**src/verilog/mcc_pkg.sv**
```systemverilog
// mcc_pkg: offsets, bit positions and reset values for the converter config regs
// assumes a 5-bit register index on the management port, 16-bit data
package mcc_pkg;
	localparam logic [4:0]  AUX_OFFSET    = 5'h1C;
	localparam logic [4:0]  CFG_OFFSET    = 5'h1E;
	localparam logic [15:0] AUX_RESET     = 16'h0000;
	localparam int          SINGLE_BIT    = 9;
	localparam int          PICK_LOW_BIT  = 8;
	localparam int          FIBER_DIF_BIT = 7;
	localparam int          LONG_WL_BIT   = 6;
	localparam int          SHORT_FO_BIT  = 5;
	localparam int          REDUCED_BIT   = 4;
	localparam int          COPPER_DIF_BIT = 3;
	localparam int          SHORT_TP_BIT  = 2;
	localparam int          SCR_ON_BIT    = 1;
	localparam int          SCR_PRESET_BIT = 0;
	localparam int          SOFT_EDGE_BIT = 4;
	localparam int          FSENSE_OFF_BIT = 3;
	localparam int          FAULT_OFF_BIT = 2;
	localparam int          STANDBY_OFF_BIT = 1;
	localparam logic [10:0] SCR_SEED      = 11'h003;
	localparam logic [9:0]  LOW_HALF_MASK = 10'h3FF;
endpackage
```
**src/verilog/mcc_bit_reg.sv**
```systemverilog
// mcc_bit_reg: one 16-bit software register with a load-at-reset value
// assumes reset value is a stable constant or a strap caught while srst is high
module mcc_bit_reg (
	input  wire logic        clock,
	input  wire logic        srst,
	input  wire logic [15:0] reset_val,
	input  wire logic        wr_en,
	input  wire logic [15:0] wr_data,
	output logic      [15:0] value_q
);
	logic [15:0] value_d;

	always_comb
	begin
		value_d = value_q;
		if (wr_en)
			value_d = wr_data;
	end

	// synchronous reset loads the straps, so no async-constant hazard
	always_ff @(posedge clock)
	begin
		if (srst)
			value_q <= reset_val;
		else
			value_q <= value_d;
	end
endmodule

```
**src/verilog/mcc_config_regs.sv**
```systemverilog
// mcc_config_regs: interface configuration (low half) and auxiliary line control
// assumes strap pins stable around reset, strobes one cycle, never both at once
module mcc_config_regs (
	input  wire logic        clock,
	input  wire logic        srst,
	input  wire logic [4:0]  addr,
	input  wire logic [15:0] wr_data,
	input  wire logic        wr_stb,
	input  wire logic        rd_stb,
	output logic      [15:0] rd_data,
	input  wire logic        strap_speed,
	input  wire logic        strap_fiber_pecl,
	input  wire logic        strap_copper_pecl,
	input  wire logic        standby_path_pin,
	input  wire logic        pll_filter_reset,
	input  wire logic        fiber_freq_raw,
	input  wire logic        copper_freq_raw,
	output logic             rate_10_allowed,
	output logic             rate_100_allowed,
	output logic             fiber_diff_io_mode,
	output logic             long_wavelength,
	output logic             short_fiber_reach,
	output logic             reduced_copper_drive,
	output logic             copper_diff_io_mode,
	output logic             short_copper_reach,
	output logic             scrambling_on,
	output logic             scrambler_preset,
	output logic [10:0]      scr_state,
	output logic             soft_edge_ternary,
	output logic             freq_sense_off,
	output logic             remote_fault_off,
	output logic             standby_path_en,
	output logic             fiber_freq_alarm,
	output logic             copper_freq_alarm
);
	logic [15:0] cfg_q;
	logic [15:0] aux_q;
	logic [15:0] cfg_rst;
	logic [15:0] rd_data_d;
	logic [10:0] scr_d;
	logic [15:0] outs_d;
	logic        live_d;
	logic        live_q;

	// speed strap gives dual rate (0) or forced 10 (1); 100-only must be written
	always_comb
	begin
		cfg_rst = 16'h0000;
		cfg_rst[mcc_pkg::SINGLE_BIT]     = strap_speed;
		cfg_rst[mcc_pkg::PICK_LOW_BIT]   = strap_speed;
		cfg_rst[mcc_pkg::FIBER_DIF_BIT]  = strap_fiber_pecl;
		cfg_rst[mcc_pkg::LONG_WL_BIT]    = strap_fiber_pecl;
		cfg_rst[mcc_pkg::SHORT_FO_BIT]   = strap_fiber_pecl;
		cfg_rst[mcc_pkg::REDUCED_BIT]    = strap_copper_pecl;
		cfg_rst[mcc_pkg::COPPER_DIF_BIT] = strap_copper_pecl;
		cfg_rst[mcc_pkg::SHORT_TP_BIT]   = strap_copper_pecl;
		cfg_rst[mcc_pkg::SCR_ON_BIT]     = strap_copper_pecl;
	end

	// only the low half lives here; upper bits belong to another block
	mcc_bit_reg u_cfg (
		.clock     (clock),
		.srst      (srst),
		.reset_val (cfg_rst),
		.wr_en     (wr_stb && addr == mcc_pkg::CFG_OFFSET),
		.wr_data   ({6'h00, wr_data[9:0] & mcc_pkg::LOW_HALF_MASK}),
		.value_q   (cfg_q)
	);

	mcc_bit_reg u_aux (
		.clock     (clock),
		.srst      (srst),
		.reset_val (mcc_pkg::AUX_RESET),
		.wr_en     (wr_stb && addr == mcc_pkg::AUX_OFFSET),
		.wr_data   (wr_data),
		.value_q   (aux_q)
	);

	always_comb
	begin
		rd_data_d = 16'h0000;
		if (rd_stb)
		begin
			if (addr == mcc_pkg::CFG_OFFSET)
				rd_data_d = cfg_q;
			else if (addr == mcc_pkg::AUX_OFFSET)
				rd_data_d = aux_q;
		end
	end

	// scrambler state: held at seed while preset, LFSR steps while scrambling on, holds otherwise
	always_comb
	begin
		scr_d = scr_state;
		if (cfg_q[mcc_pkg::SCR_PRESET_BIT])
			scr_d = mcc_pkg::SCR_SEED;
		else if (cfg_q[mcc_pkg::SCR_ON_BIT])
			scr_d = {scr_state[9:0], scr_state[10] ^ scr_state[8]};
	end

	always_comb
	begin
		outs_d = 16'h0000;
		// outputs still show reset zeros one edge after release
		live_d = 1'b1;
		// both rates allowed unless single-rate is set
		outs_d[0] = !cfg_q[mcc_pkg::SINGLE_BIT] || cfg_q[mcc_pkg::PICK_LOW_BIT];
		outs_d[1] = !cfg_q[mcc_pkg::SINGLE_BIT] || !cfg_q[mcc_pkg::PICK_LOW_BIT];
		outs_d[2] = cfg_q[mcc_pkg::FIBER_DIF_BIT];
		// quantizer unused in PECL or short reach, so wavelength is moot
		outs_d[3] = cfg_q[mcc_pkg::LONG_WL_BIT] && !cfg_q[mcc_pkg::FIBER_DIF_BIT]
			&& !cfg_q[mcc_pkg::SHORT_FO_BIT];
		outs_d[4] = cfg_q[mcc_pkg::SHORT_FO_BIT] && !cfg_q[mcc_pkg::FIBER_DIF_BIT];
		outs_d[5] = cfg_q[mcc_pkg::REDUCED_BIT] && !cfg_q[mcc_pkg::COPPER_DIF_BIT];
		outs_d[6] = cfg_q[mcc_pkg::COPPER_DIF_BIT];
		outs_d[7] = cfg_q[mcc_pkg::SHORT_TP_BIT] && !cfg_q[mcc_pkg::COPPER_DIF_BIT];
		outs_d[8] = cfg_q[mcc_pkg::SCR_ON_BIT];
		outs_d[9] = cfg_q[mcc_pkg::SCR_PRESET_BIT];
		outs_d[10] = aux_q[mcc_pkg::SOFT_EDGE_BIT];
		outs_d[11] = aux_q[mcc_pkg::FSENSE_OFF_BIT];
		outs_d[12] = aux_q[mcc_pkg::FAULT_OFF_BIT];
		outs_d[13] = standby_path_pin && !aux_q[mcc_pkg::STANDBY_OFF_BIT];
		outs_d[14] = fiber_freq_raw && !aux_q[mcc_pkg::FSENSE_OFF_BIT]
			&& !pll_filter_reset;
		outs_d[15] = copper_freq_raw && !aux_q[mcc_pkg::FSENSE_OFF_BIT]
			&& !pll_filter_reset;
	end

	// outputs lag the register by one cycle so each leaves a flip-flop
	always_ff @(posedge clock)
	begin
		if (srst)
		begin
			rd_data              <= 16'h0000;
			scr_state            <= mcc_pkg::SCR_SEED;
			rate_10_allowed      <= 1'b0;
			rate_100_allowed     <= 1'b0;
			fiber_diff_io_mode   <= 1'b0;
			long_wavelength      <= 1'b0;
			short_fiber_reach    <= 1'b0;
			reduced_copper_drive <= 1'b0;
			copper_diff_io_mode  <= 1'b0;
			short_copper_reach   <= 1'b0;
			scrambling_on        <= 1'b0;
			scrambler_preset     <= 1'b0;
			soft_edge_ternary    <= 1'b0;
			freq_sense_off       <= 1'b0;
			remote_fault_off     <= 1'b0;
			standby_path_en      <= 1'b0;
			fiber_freq_alarm     <= 1'b0;
			copper_freq_alarm    <= 1'b0;
			live_q               <= 1'b0;
		end
		else
		begin
			rd_data              <= rd_data_d;
			scr_state            <= scr_d;
			rate_10_allowed      <= outs_d[0];
			rate_100_allowed     <= outs_d[1];
			fiber_diff_io_mode   <= outs_d[2];
			long_wavelength      <= outs_d[3];
			short_fiber_reach    <= outs_d[4];
			reduced_copper_drive <= outs_d[5];
			copper_diff_io_mode  <= outs_d[6];
			short_copper_reach   <= outs_d[7];
			scrambling_on        <= outs_d[8];
			scrambler_preset     <= outs_d[9];
			soft_edge_ternary    <= outs_d[10];
			freq_sense_off       <= outs_d[11];
			remote_fault_off     <= outs_d[12];
			standby_path_en      <= outs_d[13];
			fiber_freq_alarm     <= outs_d[14];
			copper_freq_alarm    <= outs_d[15];
			live_q               <= live_d;
		end
	end

	// positive checks on the one-bit outputs wait for live_q: the first edge after release still shows zeros
	single_rate_a: assert property (@(posedge clock) disable iff (srst)
		cfg_q[mcc_pkg::SINGLE_BIT]
		|=> !(rate_10_allowed && rate_100_allowed))
		else $error("both rates allowed in single-rate mode");
	dual_rate_a: assert property (@(posedge clock) disable iff (srst)
		live_q && !cfg_q[mcc_pkg::SINGLE_BIT]
		|=> rate_10_allowed && rate_100_allowed)
		else $error("a rate barred with single-rate off");
	pick_rate_a: assert property (@(posedge clock) disable iff (srst)
		live_q && cfg_q[mcc_pkg::SINGLE_BIT] && cfg_q[mcc_pkg::PICK_LOW_BIT]
		|=> rate_10_allowed && !rate_100_allowed)
		else $error("low rate pick not honoured");
	pick_high_a: assert property (@(posedge clock) disable iff (srst)
		live_q && cfg_q[mcc_pkg::SINGLE_BIT] && !cfg_q[mcc_pkg::PICK_LOW_BIT]
		|=> !rate_10_allowed && rate_100_allowed)
		else $error("high rate pick not honoured");

	// fiber side
	fiber_mode_a: assert property (@(posedge clock) disable iff (srst)
		live_q
		|=> fiber_diff_io_mode == $past(cfg_q[mcc_pkg::FIBER_DIF_BIT]))
		else $error("fiber interface mode does not follow its bit");
	wavelength_a: assert property (@(posedge clock) disable iff (srst)
		live_q && !cfg_q[mcc_pkg::FIBER_DIF_BIT] && !cfg_q[mcc_pkg::SHORT_FO_BIT]
		|=> long_wavelength == $past(cfg_q[mcc_pkg::LONG_WL_BIT]))
		else $error("wavelength pick not honoured");
	fiber_reach_a: assert property (@(posedge clock) disable iff (srst)
		cfg_q[mcc_pkg::FIBER_DIF_BIT]
		|=> !short_fiber_reach && !long_wavelength)
		else $error("fiber reach active in PECL mode");
	fiber_short_a: assert property (@(posedge clock) disable iff (srst)
		live_q && !cfg_q[mcc_pkg::FIBER_DIF_BIT]
		|=> short_fiber_reach == $past(cfg_q[mcc_pkg::SHORT_FO_BIT]))
		else $error("fiber reach pick not honoured");

	// copper side
	copper_pecl_a: assert property (@(posedge clock) disable iff (srst)
		cfg_q[mcc_pkg::COPPER_DIF_BIT]
		|=> !reduced_copper_drive && !short_copper_reach)
		else $error("copper options active in PECL mode");
	copper_drive_a: assert property (@(posedge clock) disable iff (srst)
		live_q && !cfg_q[mcc_pkg::COPPER_DIF_BIT]
		|=> reduced_copper_drive == $past(cfg_q[mcc_pkg::REDUCED_BIT]))
		else $error("copper drive level not honoured");
	copper_mode_a: assert property (@(posedge clock) disable iff (srst)
		live_q
		|=> copper_diff_io_mode == $past(cfg_q[mcc_pkg::COPPER_DIF_BIT]))
		else $error("copper interface mode does not follow its bit");
	eq_bypass_a: assert property (@(posedge clock) disable iff (srst)
		live_q && !cfg_q[mcc_pkg::COPPER_DIF_BIT]
		|=> short_copper_reach == $past(cfg_q[mcc_pkg::SHORT_TP_BIT]))
		else $error("equalizer bypass not honoured");

	// scrambler
	scramble_en_a: assert property (@(posedge clock) disable iff (srst)
		live_q
		|=> scrambling_on == $past(cfg_q[mcc_pkg::SCR_ON_BIT]))
		else $error("scrambler enable does not follow its bit");
	scr_idle_a: assert property (@(posedge clock) disable iff (srst)
		!cfg_q[mcc_pkg::SCR_ON_BIT] && !cfg_q[mcc_pkg::SCR_PRESET_BIT]
		|=> $stable(scr_state))
		else $error("scrambler moved while disabled");
	scr_hold_a: assert property (@(posedge clock) disable iff (srst)
		cfg_q[mcc_pkg::SCR_PRESET_BIT]
		|=> scr_state == mcc_pkg::SCR_SEED)
		else $error("scrambler not held at seed");
	preset_flag_a: assert property (@(posedge clock) disable iff (srst)
		live_q
		|=> scrambler_preset == $past(cfg_q[mcc_pkg::SCR_PRESET_BIT]))
		else $error("preset flag does not follow its bit");

	// auxiliary controls and read data
	soft_edge_a: assert property (@(posedge clock) disable iff (srst)
		live_q
		|=> soft_edge_ternary == $past(aux_q[mcc_pkg::SOFT_EDGE_BIT]))
		else $error("edge softening does not follow its bit");
	fsense_off_a: assert property (@(posedge clock) disable iff (srst)
		live_q
		|=> freq_sense_off == $past(aux_q[mcc_pkg::FSENSE_OFF_BIT]))
		else $error("frequency sensing control does not follow its bit");
	fault_off_a: assert property (@(posedge clock) disable iff (srst)
		live_q
		|=> remote_fault_off == $past(aux_q[mcc_pkg::FAULT_OFF_BIT]))
		else $error("far-end-fault control does not follow its bit");
	standby_off_a: assert property (@(posedge clock) disable iff (srst)
		aux_q[mcc_pkg::STANDBY_OFF_BIT]
		|=> !standby_path_en)
		else $error("standby path not overridden");
	standby_pass_a: assert property (@(posedge clock) disable iff (srst)
		live_q && !aux_q[mcc_pkg::STANDBY_OFF_BIT]
		|=> standby_path_en == $past(standby_path_pin))
		else $error("standby pin not passed through");
	aux_write_a: assert property (@(posedge clock) disable iff (srst)
		(wr_stb && addr == mcc_pkg::AUX_OFFSET) ##1 (rd_stb && addr == mcc_pkg::AUX_OFFSET)
		|=> rd_data == $past(wr_data, 2))
		else $error("aux register readback mismatch");
	read_idle_a: assert property (@(posedge clock) disable iff (srst)
		!rd_stb
		|=> rd_data == 16'h0000)
		else $error("read data left standing without a read");

	// no disable here: these two watch the reset itself, mid-run ones included
	aux_reset_a: assert property (@(posedge clock)
		srst
		|=> aux_q == mcc_pkg::AUX_RESET)
		else $error("aux register not cleared by reset");
	strap_load_a: assert property (@(posedge clock)
		srst
		|=> cfg_q[mcc_pkg::SINGLE_BIT] == $past(strap_speed)
			&& cfg_q[mcc_pkg::PICK_LOW_BIT] == $past(strap_speed)
			&& cfg_q[mcc_pkg::FIBER_DIF_BIT] == $past(strap_fiber_pecl)
			&& cfg_q[mcc_pkg::COPPER_DIF_BIT] == $past(strap_copper_pecl)
			&& !cfg_q[mcc_pkg::SCR_PRESET_BIT])
		else $error("config defaults not loaded from straps");

	// alarms
	freq_alarm_a: assert property (@(posedge clock) disable iff (srst)
		aux_q[mcc_pkg::FSENSE_OFF_BIT] || pll_filter_reset
		|=> !fiber_freq_alarm && !copper_freq_alarm)
		else $error("frequency alarm while sensing off");
	alarm_pass_a: assert property (@(posedge clock) disable iff (srst)
		live_q && !aux_q[mcc_pkg::FSENSE_OFF_BIT] && !pll_filter_reset
		|=> fiber_freq_alarm == $past(fiber_freq_raw)
			&& copper_freq_alarm == $past(copper_freq_raw))
		else $error("frequency alarm not passed while sensing on");
endmodule

```
**config.mk**
```make
export PLATFORM = sky130hd
export DESIGN_NAME = mcc_config_regs
export DESIGN_NICKNAME = d
export VERILOG_FILES = /design/src/verilog/mcc_pkg.sv /design/src/verilog/mcc_bit_reg.sv /design/src/verilog/mcc_config_regs.sv
export SDC_FILE = /design/constraint.sdc
export NUM_CORES = 1
export LEC_CHECK = 0
export CAP_MARGIN = 5
export CORE_MARGIN = 2
export CORE_UTILIZATION = 47
export CTS_BUF_LIST = sky130_fd_sc_hd__clkbuf_8
export DETAILED_ROUTE_END_ITERATION = 7
export DONT_BUFFER_PORTS = 1
export SLEW_MARGIN = 0
export SYNTH_ARGS = -nofsm -noshare
export SYNTH_HDL_FRONTEND = slang
export SYNTH_SLANG_ARGS = --single-unit
```
**constraint.sdc**
```tcl
create_clock -name clock -period 1.6 [get_ports clock]
set_input_delay 0.08 -clock clock [delete_from_list [all_inputs] [get_ports clock]]
set_output_delay 0.08 -clock clock [all_outputs]
set_load 0.01 [all_outputs]
```
After elaboration in Yosys (flattened, before gate mapping):

Index checks and enable logic that the tools add are counted.

* equality and inequality tests: 2
* mux-type cells: 4
* bitwise gates (word level): 3
* reductions and logical operators: 26

Operator list (number)
* $mux 10: 4
* $logic_and 1x1->1: 12
* $eq 5x5->1 const B: 2
* $logic_not 1->1: 8
* $reduce_or 2->1: 2
* $reduce_or 4->1: 1
* $logic_or 1x1->1: 2
* $not 1->1: 2
* $reduce_bool 2->1: 1
* $xor 1x1->1: 1

* bits of input ports: 32
* logic and storage cells: 57
* bits in registers: 69
* output and inout bits: 43

Depth between registers and ports, before layout:

* depth after elaboration: 4
* gate-level depth with buffers: 4
* gate-level depth less buffers: 3

Modules after synthesis:

Synthesis repeated with hierarchy kept, for this count alone.

* cell total of the unflattened synthesis: 205
* area total of the unflattened synthesis: 3051.7 sq um

By module, submodules not included
* mcc_config_regs: instances 1, sequential area each 860.8 sq um, cells an instance 135, area an instance 1587.8 sq um
* mcc_bit_reg: instances 2, sequential area each 480.5 sq um, cells an instance 35, area an instance 732.0 sq um

Worst setup path before layout:

No wires, ideal clock.

* path kind: reg-to-reg
* start point: register u_cfg.value_q[0]
* end point: register scr_state[0]
* period minus slack after synthesis: 1.188 ns
* stages on the path, launching flop included: 4
* slack: 0.412 ns
* buffers on the path: 1
* arrival time: 1.065 ns
* required time: 1.477 ns
* setup time: 0.123 ns
* cells stage by stage: dfxtp_1 or2_2 clkbuf_1 or2_2

* word-level cells in the longest chain between the ends: 1

RTL lines
* start: declaration: line mcc_bit_reg.sv:9 `output logic [15:0] value_q`
* start signal: assignment: line mcc_bit_reg.sv:24 `value_q <= reset_val;`
* start signal: assignment: line mcc_bit_reg.sv:26 `value_q <= value_d;`
* $reduce_or 2->1 (no line)
* end signal: assignment: line mcc_config_regs.sv:135 `scr_state <= mcc_pkg::SCR_SEED;`
* end signal: assignment: line mcc_config_regs.sv:157 `scr_state <= scr_d;`
* end: declaration: line mcc_config_regs.sv:28 `output logic [10:0] scr_state,`

No other way between the ends.
A chain may end at the register's enable or synchronous reset.

Worst setup path after layout:

* start point: register u_cfg.value_q[7]
* end point: register rd_data[7]

* word-level cells in the longest chain between the ends: 1

RTL lines
* $mux 10: line mcc_config_regs.sv:84 `if (addr == mcc_pkg::CFG_OFFSET)`
* end signal: assignment: line mcc_config_regs.sv:156 `rd_data <= rd_data_d;`
* end: declaration: line mcc_config_regs.sv:10 `output logic [15:0] rd_data,`

No other way between the ends.

==> impl_metrics.tcl <==
set metrics [dict create \
    status "complete, no violations" \
    initial_core_util 0.487 \
    multi_input_area_um2 942 \
    hold_start "addr[1]" \
    power_frac_comb 0.055 \
    timing.fmax_mhz 755 \
    r2r_cells 3 \
    cellLeakagePower_uw 0.00134 \
    die_y_um 76.7 \
    portBuffers 0 \
    root_buffer "clkbuf_8" \
    ioPinCount 75 \
    wirelength_mm 5.05 \
    critPathLaunch "u_cfg.value_q[7]" \
    synth_fp_nets 254 \
    ys_warn_count 0 \
    nNetsFinal 297 \
    relSlewSlack 0.573 \
    postSynthAreaPerCell_um2 11.2 \
    finalWeightedCongestion 0.758 \
    netlist.area_leader.share 0.483 \
    synth_most_common_cell "dfxtp_1" \
    hold-path-endpoint "u_cfg.value_q[0]" \
    grt_max_degree 47 \
    synth-seq-cells 69 \
    skew_ps 7.43 \
    reg2reg_setup_slack_ps 280 \
    ys.flop_type "dfxtp_1" \
    tightest_slew_ps 640 \
    holdPathStages 3 \
    cts.path.max_buffers 2 \
    rsz0062_at_grt "false" \
    antenna_found_initial 0 \
    grt_pass1_vias 1754 \
    period_share 0.828 \
    end_kind "register" \
    p_total_uw 3750 \
    seqCellArea_um2 1470 \
    antenna_left 0 \
    vdd_drop_max_mv 0.524 \
    async_flop_share 0 \
    final-hold-violation-count 0 \
    internal_power_uw 2970 \
    rr_startpoint "u_cfg.value_q[7]" \
    synth_area_um2 2480 \
    via_per_inst 4.87 \
    cts_tree "done" \
    cp-start-kind "register" \
    power.density_nw_per_um2 1170 \
    grt_usage 0.190 \
    netlist_top_cells_area "dfxtp_1 48%, mux2i_1 14%, edfxtp_1 11%" \
    fillers 443 \
    hpwl_mm 3.11 \
    required_ps 1810 \
    insertedDiodeCount 0 \
    areaGrowthSynthToFinish_pct 28.8 \
    clock_power_share 0.448 \
    clock_sinks 69 \
    die_w_um 76.7 \
    power_frac_seq 0.497 \
    wire_per_inst_um 14.9 \
    fin_crit_ps 1320 \
    drc 0 \
    synth_cell_types 26 \
    worst-endpoint-arrival_ps 1540 \
    path_class "register to register" \
    path_max_fanout 4 \
    drive_above_1_share 0.0852 \
    dr.pass1.iters 6 \
    cts_made_buffers 9 \
    reg2reg_to "rd_data[7]" \
    die_area_um2 5880 \
    drt_iter0_drc 48 \
    synth_cells 222 \
    cts_max_level 3 \
    ys_seq_area_frac 0.592 \
    holdCritPathClass "input pin to register" \
    p_sw_uw 784 \
    vias 1656 \
    synth_top_cell_by_area "dfxtp_1" \
    finalMaxSlewViolations 0 \
    drv_cap 0 \
    switching_share 0.209 \
    grt-ovfl-total 0 \
    holdWs_ps 12.6 \
    post_cts_buffers 0 \
    clk_pin_slew_worst_paths_ps 70 \
    fin_util 0.626 \
    insertion_delay_ps 330 \
    grt_pass1_wl_mm 8.54 \
    row_count 26 \
    core_um2 5110 \
    setup_viol 0 \
    synth_edf_count 9 \
    tns_ps 0 \
    synth_commonest_cells "60 x dfxtp_1, 35 x mux2i_1, 33 x nand2b_1, 20 x nor2_1, 11 x o21ai_0" \
]
==> worst max-delay path by stage <==
stage	to	slack, ps	depth (start not counted)
3_5_place_dp	scr_state[0]	310	3
6_report	rd_data[7]	280	3
2_1_floorplan	scr_state[0]	410	3
3_3_place_gp	scr_state[0]	340	3
4_1_cts	rd_data[7]	290	3
5_1_grt	scr_state[0]	210	3
==> cell type report <==
type,instances,share of cell area
timing repair buffer,44,0.139
multi-input combinational,137,0.294
clock inverter,7,0.0356
tap,70,0.0274
clock buffer,9,0.0387
sequential,69,0.460
inverter,4,0.00469
==> cell usage in the layout (no fill, tap or decap), types with 2 or more instances in the layout <==
cell and count:
clkbuf_8 9, or2_2 2, a21oi_1 3, nand2_1 5, nor2_1 20, mux2i_1 35
nor3b_1 4, bufinv_16 3, inv_1 4, or3_1 2, o21ai_0 11, dlygate4sd3_1 41
and2_1 8, buf_4 2, edfxtp_1 9, nor2b_1 5, dfxtp_1 60, nand2b_1 33
clkinv_2 3
==> per-layer routing <==
| metal | part of all wire | GRT usage |
|---|---|---|
| met3 | 0.060 | 0.0576 |
| met4 | 0.024 | 0.111 |
| met2 | 0.50 | 0.318 |
| met1 | 0.41 | 0.212 |
| met5 | 0 | 0 |
==> power groups by stage <==
stage                     combinational (µW)  sequential, µW  clock [µW]
after floorplan                          127            1880           0
after global placement                   111            1900           0
after detailed placement                 114            1910           0
after CTS                                203            1870        1700
after global routing                     225            1870        1790
final                                    205            1870        1680
==> cells by family after synthesis <==
kind of cell	after synthesis	share of synthesized area
AND/OR/NAND/NOR	86	0.203
AO/OA/AOI/OAI	15	0.0317
flip-flops	69	0.592
buffers and inverters	16	0.0287
XOR/XNOR	1	0.00353
multiplexers	35	0.141
==> what timing repair did <==
item | 4_1_cts | 5_1_grt
endpoints found under the hold margin | 48 | 0
hold buffers | 42 | 0
setup endpoints to repair | 0 | 0
resized for setup | 0 | 0
==> registers in the layout, summed over array words and instances, names as in the netlist, 10 cells and up <==
name,cells
u_cfg.value_q,10
scr_state,11
rd_data,16
u_aux.value_q,16
==> through the flow <==
step / instance area, µm² / instances / setup WS [ps]
after global placement: 2530 / 282 / 339
after global routing: 3200 / 340 / 207
after floorplan: 2480 / 222 / 412
final: 3200 / 340 / 275
after detailed placement: 2530 / 282 / 306
after CTS: 3200 / 340 / 287
==> critical path: stages (launching register included) <==
cell and delay, ps:
edfxtp_1 450, mux2i_1 150, dlygate4sd3_1 560, nor2_1 40
Power figures use the tool's default switching activity.
